<file path="src/rtl/qebc_pkg.sv">
package qebc_pkg;

  // lane and serial chain geometry
  localparam int LANES     = 4;
  localparam int BOOST_W   = 5;
  localparam int CHAIN_LEN = 21;
  localparam int OVR_IDX   = 0;
  localparam int LANE_BASE = 1;
  localparam int AMP_W     = 8;
  localparam int PIN_W     = 28;

  // register byte offsets
  localparam logic [3:0] ADDR_THRESH = 4'h0;
  localparam logic [3:0] ADDR_SREGS  = 4'h4;
  localparam logic [3:0] ADDR_LSTAT  = 4'h8;
  localparam logic [3:0] ADDR_BOOST  = 4'hc;

  // reset values
  localparam logic [AMP_W-1:0]     THRESH_RST = 8'h10;
  localparam logic [CHAIN_LEN-1:0] CHAIN_RST  = 21'h000000;
  // synchroniser reset at pin idle levels, window pin high
  localparam logic [PIN_W-1:0]     PIN_SYNC_RST = 28'h2000000;

  // lane status field positions
  localparam int LSTAT_MUTE_LSB = 0;
  localparam int LSTAT_PWR_LSB  = 4;
  localparam int LSTAT_OVR_BIT  = 8;
  localparam int LSTAT_MODE_BIT = 9;

  // bus responses
  localparam logic [1:0] RESP_OKAY   = 2'h0;
  localparam logic [1:0] RESP_SLVERR = 2'h2;

  // three-level pin digit codes
  typedef logic [1:0] qebc_digit_t;
  localparam qebc_digit_t DIGIT_LOW  = 2'h0;
  localparam qebc_digit_t DIGIT_MID  = 2'h1;
  localparam qebc_digit_t DIGIT_HIGH = 2'h2;

  // digit to 0..2, unused code reads as high
  function automatic logic [4:0] qebc_tern(qebc_digit_t d);
    logic [4:0] v;
    v = 5'h2;
    if (d == DIGIT_LOW) v = 5'h0;
    else if (d == DIGIT_MID) v = 5'h1;
    return v;
  endfunction

  // three-digit pin code to one of 18 boost levels
  function automatic logic [4:0] qebc_pin_level(logic a, qebc_digit_t b,
                                                qebc_digit_t c);
    logic [4:0] idx;
    logic [4:0] lvl;
    idx = (a ? 5'h9 : 5'h0) + 5'(3 * qebc_tern(b)) + qebc_tern(c);
    case (idx)
      5'h00:   lvl = 5'h00;
      5'h01:   lvl = 5'h02;
      5'h02:   lvl = 5'h04;
      5'h03:   lvl = 5'h06;
      5'h04:   lvl = 5'h08;
      5'h05:   lvl = 5'h0a;
      5'h06:   lvl = 5'h0c;
      5'h07:   lvl = 5'h0e;
      5'h08:   lvl = 5'h0f;
      5'h09:   lvl = 5'h10;
      5'h0a:   lvl = 5'h11;
      5'h0b:   lvl = 5'h13;
      5'h0c:   lvl = 5'h15;
      5'h0d:   lvl = 5'h17;
      5'h0e:   lvl = 5'h18;
      5'h0f:   lvl = 5'h1a;
      5'h10:   lvl = 5'h1c;
      default: lvl = 5'h1f;
    endcase
    return lvl;
  endfunction

endpackage

</file>
<file path="src/rtl/qebc_chain_if.sv">
interface qebc_chain_if;
  logic                           shift_en;
  logic                           bit_in;
  logic                           clear;
  logic [qebc_pkg::CHAIN_LEN-1:0] regs;

  modport ctl   (output shift_en, output bit_in, output clear, input regs);
  modport chain (input shift_en, input bit_in, input clear, output regs);
endinterface

</file>
<file path="src/rtl/qebc_shift_chain.sv">
module qebc_shift_chain (
  input  wire logic    aclk,
  input  wire logic    aresetn,
  input  wire logic    ce,
  qebc_chain_if.chain  cif
);

  // 21-stage chain: stage 0 takes the new bit, last stage feeds out
  always_ff @(posedge aclk) begin
    if (!aresetn) begin
      cif.regs <= qebc_pkg::CHAIN_RST;
    end else if (ce) begin
      if (cif.clear) begin
        cif.regs <= qebc_pkg::CHAIN_RST;
      end else if (cif.shift_en) begin
        cif.regs <= {cif.regs[qebc_pkg::CHAIN_LEN-2:0], cif.bit_in};
      end
    end
  end

endmodule

</file>
<file path="src/rtl/qebc_top.sv">
// Contract
// - four lanes, independent boost, 32 or 18
// - mute lane when amplitude below threshold
// - muted lane idles at common mode
// - boost from external setting only, no adaptation
// - lane off or pin low: input high impedance
// - power-control pin low powers down lane alone
// - capture serial bit on serial clock rise
// - serial output is input delayed 21 clocks
// - programmed registers override the control pins
// - pin A most significant, pin C least
// - serial programming only while mode high
// - mode low clears registers, pins set boost
// - enable low for programming, else ignored
// - register 1 selects registers or pins
// - five-register lane words, lowest is LSB
// - all 21 registers zero after reset
// - pin code maps onto 18 levels
module qebc_top (
  input  wire logic        aclk,
  input  wire logic        aresetn,
  input  wire logic        ce,
  // register bus
  input  wire logic [3:0]  awaddr,
  input  wire logic        awvalid,
  output logic             awready,
  input  wire logic [31:0] wdata,
  input  wire logic [3:0]  wstrb,
  input  wire logic        wvalid,
  output logic             wready,
  output logic [1:0]       bresp,
  output logic             bvalid,
  input  wire logic        bready,
  input  wire logic [3:0]  araddr,
  input  wire logic        arvalid,
  output logic             arready,
  output logic [31:0]      rdata,
  output logic [1:0]       rresp,
  output logic             rvalid,
  input  wire logic        rready,
  // serial programming pins
  input  wire logic        serial_clk,
  input  wire logic        serial_in,
  input  wire logic        prog_window_n,
  input  wire logic        boost_mode,
  output logic             serial_out,
  // lane control pins
  input  wire logic [3:0]  lane_power_ctl,
  input  wire logic [3:0]  boost_select_a,
  input  wire logic [7:0]  boost_select_b,
  input  wire logic [7:0]  boost_select_c,
  // amplitude estimates from the lane detectors, same clock
  input  wire logic [31:0] lane_amplitude,
  // lane controls
  output logic [19:0]      boost_level,
  output logic             boost_override,
  output logic [3:0]       lane_active,
  output logic [3:0]       lane_input_hiz,
  output logic [3:0]       lane_mute,
  output logic [3:0]       lane_swing_en
);

  localparam int L  = qebc_pkg::LANES;
  localparam int BW = qebc_pkg::BOOST_W;
  localparam int CL = qebc_pkg::CHAIN_LEN;
  localparam int AW = qebc_pkg::AMP_W;
  localparam int PW = qebc_pkg::PIN_W;

  // pin synchroniser stages
  logic [PW-1:0]  pin_meta;
  logic [PW-1:0]  pin_sync;
  logic [PW-1:0]  pin_raw;
  logic           sclk_prev;
  logic           win_prev;

  // software and chain state
  logic [AW-1:0]  thresh;
  logic [CL-1:0]  shadow;

  // write channel holding state
  logic [3:0]     aw_addr_q;
  logic           aw_got;
  logic [31:0]    w_data_q;
  logic [3:0]     w_strb_q;
  logic           w_got;

  // decoded pin levels
  wire            s_sclk;
  wire            s_sin;
  wire            s_win_n;
  wire            s_mode;
  wire [3:0]      s_pwr;
  wire [3:0]      s_a;
  wire [7:0]      s_b;
  wire [7:0]      s_c;

  qebc_chain_if cif ();

  qebc_shift_chain u_chain (
    .aclk    (aclk),
    .aresetn (aresetn),
    .ce      (ce),
    .cif     (cif.chain)
  );

  // all pin inputs packed for the two-stage synchroniser
  assign pin_raw = {serial_clk, serial_in, prog_window_n, boost_mode,
                    lane_power_ctl, boost_select_a, boost_select_b,
                    boost_select_c};

  // two flip-flops before any logic looks at a pin
  always_ff @(posedge aclk) begin
    if (!aresetn) begin
      pin_meta <= qebc_pkg::PIN_SYNC_RST; // no false window edge
      pin_sync <= qebc_pkg::PIN_SYNC_RST;
    end else if (ce) begin
      pin_meta <= pin_raw;
      pin_sync <= pin_meta;
    end
  end

  // unpack synchronised pins
  assign s_sclk  = pin_sync[27];
  assign s_sin   = pin_sync[26];
  assign s_win_n = pin_sync[25];
  assign s_mode  = pin_sync[24];
  assign s_pwr   = pin_sync[23:20];
  assign s_a     = pin_sync[19:16];
  assign s_b     = pin_sync[15:8];
  assign s_c     = pin_sync[7:0];

  // edge history of the serial clock and the enable
  always_ff @(posedge aclk) begin
    if (!aresetn) begin
      sclk_prev <= 1'b0;
      win_prev  <= 1'b1;
    end else if (ce) begin
      sclk_prev <= s_sclk;
      win_prev  <= s_win_n;
    end
  end

  // serial port decode
  wire sclk_rise = s_sclk & ~sclk_prev;
  wire prog_open = ~s_win_n & s_mode;
  wire win_close = s_win_n & ~win_prev & s_mode;

  assign cif.shift_en = sclk_rise & prog_open;
  assign cif.bit_in   = s_sin;
  assign cif.clear    = ~s_mode;

  // shadow copy takes chain contents when the window closes
  always_ff @(posedge aclk) begin
    if (!aresetn) begin
      shadow <= qebc_pkg::CHAIN_RST;
    end else if (ce) begin
      if (!s_mode) begin
        shadow <= qebc_pkg::CHAIN_RST;
      end else if (win_close) begin
        shadow <= cif.regs;
      end
    end
  end

  // daisy-chain output from the last chain stage
  always_ff @(posedge aclk) begin
    if (!aresetn) begin
      serial_out <= 1'b0;
    end else if (ce) begin
      serial_out <= cif.regs[CL-1];
    end
  end

  // per-lane boost source selection and lane state
  wire          ovr = shadow[qebc_pkg::OVR_IDX] & s_mode;
  logic [19:0]  next_boost;
  logic [3:0]   next_mute;

  genvar k;
  generate
    for (k = 0; k < L; k++) begin : g_lane
      wire [BW-1:0] pin_lvl;
      wire [BW-1:0] reg_lvl;
      wire [AW-1:0] amp;
      // A is the top digit, C the bottom one
      assign pin_lvl = qebc_pkg::qebc_pin_level(s_a[k],
                         s_b[2*k +: 2], s_c[2*k +: 2]);
      // lane word: lowest register number is the LSB
      assign reg_lvl = shadow[qebc_pkg::LANE_BASE + BW*k +: BW];
      // register word wins over the pins once override is set
      assign next_boost[BW*k +: BW] = ovr ? reg_lvl : pin_lvl;
      assign amp = lane_amplitude[AW*k +: AW];
      // quiet or powered-down lane is muted
      assign next_mute[k] = ~s_pwr[k] | (amp < thresh);
    end
  endgenerate

  // lane outputs, each from a flip-flop
  always_ff @(posedge aclk) begin
    if (!aresetn) begin
      boost_level    <= '0;
      boost_override <= 1'b0;
      lane_active    <= '0;
      lane_input_hiz <= '1;
      lane_mute      <= '1;
      lane_swing_en  <= '0;
    end else if (ce) begin
      boost_level    <= next_boost;
      boost_override <= ovr;
      lane_active    <= s_pwr;
      lane_input_hiz <= ~s_pwr;
      lane_mute      <= next_mute;
      lane_swing_en  <= ~next_mute;
    end
  end

  // read decode
  wire         rd_hit = (araddr == qebc_pkg::ADDR_THRESH) |
                        (araddr == qebc_pkg::ADDR_SREGS) |
                        (araddr == qebc_pkg::ADDR_LSTAT) |
                        (araddr == qebc_pkg::ADDR_BOOST);
  logic [31:0] lstat_word;
  logic [31:0] rd_word;

  // lane status word
  always_comb begin
    lstat_word = '0;
    lstat_word[qebc_pkg::LSTAT_MUTE_LSB +: 4] = lane_mute;
    lstat_word[qebc_pkg::LSTAT_PWR_LSB +: 4]  = lane_active;
    lstat_word[qebc_pkg::LSTAT_OVR_BIT]       = boost_override;
    lstat_word[qebc_pkg::LSTAT_MODE_BIT]      = s_mode;
  end

  // read data selection
  always_comb begin
    case (araddr)
      qebc_pkg::ADDR_THRESH: rd_word = {24'h000000, thresh};
      qebc_pkg::ADDR_SREGS:  rd_word = {11'h000, shadow};
      qebc_pkg::ADDR_LSTAT:  rd_word = lstat_word;
      qebc_pkg::ADDR_BOOST:  rd_word = {12'h000, boost_level};
      default:               rd_word = 32'h00000000;
    endcase
  end

  // read channel: one outstanding read
  always_ff @(posedge aclk) begin
    if (!aresetn) begin
      arready <= 1'b1;
      rvalid  <= 1'b0;
      rdata   <= '0;
      rresp   <= qebc_pkg::RESP_OKAY;
    end else if (ce) begin
      if (arvalid && arready) begin
        arready <= 1'b0;
        rvalid  <= 1'b1;
        rdata   <= rd_word;
        rresp   <= rd_hit ? qebc_pkg::RESP_OKAY : qebc_pkg::RESP_SLVERR;
      end else if (rvalid && rready) begin
        rvalid  <= 1'b0;
        arready <= 1'b1;
      end
    end
  end

  // write decode on the held address
  wire wr_go     = aw_got & w_got & ~bvalid;
  wire wr_thresh = aw_addr_q == qebc_pkg::ADDR_THRESH;
  wire wr_ro     = (aw_addr_q == qebc_pkg::ADDR_SREGS) |
                   (aw_addr_q == qebc_pkg::ADDR_LSTAT) |
                   (aw_addr_q == qebc_pkg::ADDR_BOOST);

  // write address and data taken in either order
  always_ff @(posedge aclk) begin
    if (!aresetn) begin
      awready   <= 1'b1;
      wready    <= 1'b1;
      aw_got    <= 1'b0;
      w_got     <= 1'b0;
      aw_addr_q <= '0;
      w_data_q  <= '0;
      w_strb_q  <= '0;
    end else if (ce) begin
      if (awvalid && awready) begin
        awready   <= 1'b0;
        aw_got    <= 1'b1;
        aw_addr_q <= awaddr;
      end
      if (wvalid && wready) begin
        wready   <= 1'b0;
        w_got    <= 1'b1;
        w_data_q <= wdata;
        w_strb_q <= wstrb;
      end
      if (wr_go) begin
        aw_got <= 1'b0;
        w_got  <= 1'b0;
      end
      if (bvalid && bready) begin
        awready <= 1'b1;
        wready  <= 1'b1;
      end
    end
  end

  // write response
  always_ff @(posedge aclk) begin
    if (!aresetn) begin
      bvalid <= 1'b0;
      bresp  <= qebc_pkg::RESP_OKAY;
    end else if (ce) begin
      if (wr_go) begin
        bvalid <= 1'b1;
        bresp  <= (wr_thresh | wr_ro) ? qebc_pkg::RESP_OKAY
                                      : qebc_pkg::RESP_SLVERR;
      end else if (bvalid && bready) begin
        bvalid <= 1'b0;
      end
    end
  end

  // mute threshold register, low byte lane only
  always_ff @(posedge aclk) begin
    if (!aresetn) begin
      thresh <= qebc_pkg::THRESH_RST;
    end else if (ce) begin
      if (wr_go && wr_thresh && w_strb_q[0]) begin
        thresh <= w_data_q[AW-1:0];
      end
    end
  end

endmodule

</file>
<file path="config.mk">
export PLATFORM = sky130hd
export DESIGN_NAME = qebc_top
export DESIGN_NICKNAME = d
export VERILOG_FILES = /design/src/rtl/qebc_pkg.sv /design/src/rtl/qebc_chain_if.sv /design/src/rtl/qebc_shift_chain.sv /design/src/rtl/qebc_top.sv
export SDC_FILE = /design/constraint.sdc
export NUM_CORES = 1
export LEC_CHECK = 0
export ABC_AREA = 1
export BUFFER_PORTS_ARGS = -buffer_cell sky130_fd_sc_hd__buf_2
export CORE_MARGIN = 1
export CORE_UTILIZATION = 60
export DETAILED_ROUTE_END_ITERATION = 12
export PLACE_DENSITY = 0.83
export SYNTH_ARGS = -nofsm -noshare
export SYNTH_HDL_FRONTEND = slang
export SYNTH_SLANG_ARGS = --single-unit
</file>
<file path="constraint.sdc">
create_clock -name aclk -period 7.05 [get_ports aclk]
set_input_delay 0.3525 -clock aclk [delete_from_list [all_inputs] [get_ports aclk]]
set_output_delay 0.3525 -clock aclk [all_outputs]
set_load 0.005 [all_outputs]
</file>
# After elaboration in Yosys (flattened, before gate mapping)
# Memory sizes are Yosys's and may differ from the RTL's.
# Index checks and enable logic that the tools add are counted.
# Widths: inputs -> output; s select.
[word_totals]
regBits = 202
latchBits = 0
ramBits = 0
mem_bits_ro = 640
out_inout_bits = 79
memories = 4
[classes]
add_sub_neg = 8
n_mul = 4
n_div = 0
n_lt_le_gt_ge = 4
eq_ne = 16
shifts = 0
n_mux = 45
n_bitwise = 28
n_reduce_logical = 36
[mem_list]
columns = ["memory", "words", "word_bits", "read_ports", "rd_clocked_by_memory_dff", "write_ports", "line", "rtl"]
rows = [
  ["(name not given)", 32, 5, 1, 0, 0, "qebc_pkg.sv:55", "case (idx)"],
  ["(name not given)", 32, 5, 1, 0, 0, "qebc_pkg.sv:55", ""],
  ["(name not given)", 32, 5, 1, 0, 0, "qebc_pkg.sv:55", ""],
  ["(name not given)", 32, 5, 1, 0, 0, "qebc_pkg.sv:55", ""],
]
[op_table]
columns = ["op", "count"]
rows = [
  ["$mux 21", 4],
  ["$pmux 21 s4", 1],
  ["$mux 2", 18],
  ["$lt 8x8->1", 4],
  ["$reduce_and 2->1", 13],
  ["$add 4x5->5", 4],
  ["$add 5x5->5", 4],
  ["$mul 2x5->5 const A", 4],
  ["$mux 5", 4],
  ["$eq 2x1->1 const B", 8],
  ["$eq 4x4->1 const B", 4],
  ["$logic_not 2->1", 8],
  ["$mux 4", 4],
  ["$mux 1", 14],
  ["$reduce_bool 2->1", 6],
  ["$or 1x1->1", 10],
  ["$and 1x1->1", 8],
  ["$eq 4x3->1 const B", 2],
  ["$logic_not 4->1", 2],
  ["$not 1->1", 8],
  ["$not 4->4", 2],
  ["$logic_and 1x1->1", 7],
  ["$ne 2x1->1 const B", 2],
]

# Logic depth before layout (Yosys ltp)
# An unclocked memory read counts as a cell.
[depth]
word_depth = 8
depth_mapped = 16
mapped_depth_nobuf = 16

# Modules after synthesis
# A second synthesis with hierarchy kept.
[hier_totals]
hier_cells = 1359
area_unflattened_um2 = 9645.5
[modules_own_cells]
columns = ["module", "instances", "cells_per_inst", "area_each_um2", "seq_area_each_um2"]
rows = [
  ["qebc_top", 1, 1213, 8690.8, 3363.2],
  ["qebc_shift_chain", 1, 146, 954.7, 420.4],
]

# Worst setup path before layout
# No wires, ideal clock.
[synth_timing]
path_kind = "register to register"
startpoint = "reg pin_sync[12]"
endpoint = "reg boost_level[11]"
setup_time_ns = 0.071
t_arrival_ns = 2.245
slack_ns = 4.734
path_stages_with_launch = 15
path_buffers = 0
period_less_slack_ns = 2.316
cell_sequence = "dfxtp_1 -> or2_2 -> ha_1 -> inv_1 -> fa_1 -> ha_1 -> inv_1 -> nand3_1 -> nand2_1 -> nand3_1 -> nand2_1 -> nand2_1 -> nand2_1 -> nand2_1 -> a21oi_1"
[synth_between]
elab_chain_cells = 8
word_cells_on_any_way = 9
classes_between = "add/sub (2); mul (1); eq/ne (1); mux (3); reduce/logical (1); memory (1)"
[synth_rtl]
columns = ["item", "line", "rtl"]
rows = [
  ["start: declaration", "qebc_top.sv:71", "logic [PW-1:0] pin_sync;"],
  ["start signal: assignment", "qebc_top.sv:115", "pin_sync <= qebc_pkg::PIN_SYNC_RST;"],
  ["start signal: assignment", "qebc_top.sv:118", "pin_sync <= pin_meta;"],
  ["$eq 2x1->1", "qebc_pkg.sv:45", "else if (d == DIGIT_MID) v = 5'h1;"],
  ["$mux 2", "qebc_pkg.sv:45", ""],
  ["$mux 2 *", "qebc_pkg.sv:44", "if (d == DIGIT_LOW) v = 5'h0;"],
  ["$mul 2x5->5 *", "qebc_pkg.sv:54", "idx = (a ? 5'h9 : 5'h0) + 5'(3 * qebc_tern(b)) + qebc_tern(c);"],
  ["$add 4x5->5 *", "qebc_pkg.sv:54", ""],
  ["$add 5x5->5 *", "qebc_pkg.sv:54", ""],
  ["$mem_v2 32x5 *", "-", ""],
  ["$mux 5 *", "qebc_top.sv:191", "assign next_boost[BW*k +: BW] = ovr ? reg_lvl : pin_lvl;"],
  ["end signal: assignment", "qebc_top.sv:208", "boost_level <= next_boost;"],
  ["end: declaration", "qebc_top.sv:55", "output logic [19:0] boost_level,"],
]
# Mark *: on every way between the ends. The rest lies on a longest branch, timed or not.
# A chain may end at the register's enable or synchronous reset.

# Worst setup path in the final report
[layout_timing]
startpoint = "reg pin_sync[13]"
endpoint = "reg boost_level[11]"
# Same word-level chain as after synthesis.

==> run_results.csv <==
group,metric,value,unit
sta,setup-violations-final,0,
global_route,antenna_found_initial,0,
min_path,hp-class,"primary input to register",
final_layout,final_nets,1620,
placed_design,detailed_place_hpwl,16300,microns
synth,synth_top_cell_area_share,39.7,%
clocking,cts_buffer_depth,2,
routing,firstDrtPassIters,6,
final_layout,num_antenna_cells,0,
floorplanning,row_count,45,
synth,synth_seq_area_share,39.7,%
final_layout,synthToLayoutAreaGrowth,13.2,%
setup_path,arrival,3000,ps
sta,fin_setup_tns,0,ps
routing,wirelength,23600,microns
setup_path,required,7410,ps
synth,yosysWarnings,0,
floorplanning,die-area,16400,sq um
clocking,cts-root-buf,"clkbuf_16",
global_route,grt_pass1_wl,38200,microns
sta,worst_pin_slew,1040,ps
routing,detail_route.wl_per_cell,14.2,microns
clocking,clock_sinks,189,
placed_design,place_inst,1636,
power,total_power,0.00249,W
clocking,htree_num_levels,4,
setup_path,r2r_start,"pin_sync[13]$_SDFFE_PN0P_",
clocking,clk_pin_slew,70,ps
routing,drt_iter0_markers,813,
sta,relSlewSlack,30.8,%
final_layout,drive_gt1_share,15.8,%
setup_path,endpoint_kind,"register",
synth,synth_area_leaders,"dfxtp_1, nand2_1, a21oi_1",
final_layout,multi_input_area,4780,sq um
power,power_density,231,nW/um^2
floorplanning,coreArea,15400,sq um
power,p_leak,5.01,nW
setup_path,crit_fanout,4,
clocking,hold_buffers,0,
synth,synth-edff-count,0,
clocking,cts-buffers-inserted,17,
global_route,grt_max_degree,75,
sta,min_period,2640,ps
sta,post-route-period-util,37.5,%
routing,vias,8874,
sta,fmax,0.378,GHz
routing,ant_nets,0,
global_route,grtUsageTotal,29.5,%
setup_path,crit_start,"pin_sync[13]$_SDFFE_PN0P_",
outcome,outcome,"completed",
global_route,grt_overflow,0,
synth,synthCells,1346,
synth,synth_area,9530,sq um
synth,synth_top_cell_by_area,"dfxtp_1",
floorplanning,start_util,62.0,%
placed_design,gp_congestion,0.880,
synth,ys_ff_latch,189,
clocking,cts-resized-gates,0,
placed_design,portBuffers,150,
synth,synthDistinctLibCells,33,
final_layout,mostFrequentLayoutCell,"nand2_1",
floorplanning,dieWidth,128,microns
sta,report.final.slew_viol_count,0,
setup_path,start_kind,"register",
routing,viasPerCell,5.32,
synth,ys.flop_type,"dfxtp_1",
power,ir_worst_vdd,177,uV
clocking,clkLatencyLatePin,430,ps
global_route,first_global_vias,8051,
final_layout,most-common-layout-cells,"nand2_1, dfxtp_1, a21oi_1",
floorplanning,ios,191,
sta,hold_viol,0,
final_layout,seq_area,3780,sq um
min_path,worstHoldStart,"boost_select_b[4]",
clocking,cts_tree,"yes",
clocking,cts_setup_buffers,0,
final_layout,final_cells,1668,
sta,rsz0062_at_grt,"no",
setup_path,crit_type,"register to register",
floorplanning,die-height,128,microns
run,cap_violations,0,
synth,avgSynthCellArea,7.08,sq um
synth,async_flop_share,0,%
sta,skew,8.01,ps
final_layout,num-fill-cells,1291,
routing,drc,0,
[sequential cells by signal, summed over array words and instances, names as in the netlist, 8 cells and up]
signal	cells
thresh	8
pin_sync	28
boost_level	20
rdata	21
pin_meta	28
w_data_q	8
shadow	21
u_chain.cif.regs	21
[worst max-delay path, cell delays in order, from the launching register on]
cell and delay, ps:
dfxtp_1 330, or2_2 290, ha_1 310, inv_1 60
fa_1 630, ha_1 250, inv_1 50, nand3_1 60
nand2_1 80, nand3_1 70, nand2_1 70, nand2_1 50
nand2_1 130, nand2_1 70, a21oi_1 110
[kinds of logic after synthesis]
group	count (synthesis)	synth area share, %
AND/OR/NAND/NOR	548	24.1
flip-flops	189	39.7
AO/OA/AOI/OAI	304	16.9
other	1	0.0394
adder cells (fa/ha/maj)	64	8.72
buffers and inverters	240	10.6
[cells in the mapped netlist, drive strengths merged (5+ instances only)]
cell	count
a21oi	161
buf	55
clkbuf	32
dfxtp	189
ha	60
inv	153
nand2	349
nand3	79
nor2	110
o211ai	5
o21ai	108
o22ai	21
[final timing paths]
path / endpoint / cells past startpoint / slack [ps]
hold / removal: pin_meta[12]$_SDFFE_PN0P_ / 3 / 140
setup / recovery: boost_level[11]$_SDFFE_PN0P_ / 14 / 4410
hold reg to reg: w_data_q[6]$_SDFFE_PN0P_ / 2 / 440
setup reg to reg: boost_level[11]$_SDFFE_PN0P_ / 14 / 4410
[power by group]
part / switching (W) / internal [W]
logic: 0.000228 / 0.000132
clock network: 0.000406 / 0.000578
registers: 0.0000310 / 0.00111
total: 0.000665 / 0.00182
[per-layer routing]
layer	track usage, %	up-vias	routed length, microns
li1	-	4500	-
met1	37.2	4017	10300
met2	50.0	315	11100
met3	5.38	42	1590
met4	11.5	0	585
met5	0	-	0
[per-stage QoR]
step / util, % / setup WS, ps / hold slack (ps) / instance area (sq um)
after floorplan: - / 4730 / 420 / 9570
after global placement: 66.3 / 4180 / 431 / 10200
after detailed placement: 66.3 / 4160 / 435 / 10200
after CTS: 70.2 / 4380 / 126 / 10800
after global routing: 70.2 / 4240 / 146 / 10800
final: 70.2 / 4410 / 140 / 10800
[layout make-up]
cell class / instances / share of cell area [%]
multi-input cells: 929 / 44.3
repair buffers: 154 / 7.24
clock inverters: 9 / 1.25
well taps: 211 / 2.45
inverters: 153 / 5.35
flip-flops and latches: 189 / 35.1
clock buffers: 23 / 4.34
No activity file was read; power rests on OpenSTA's default activity.
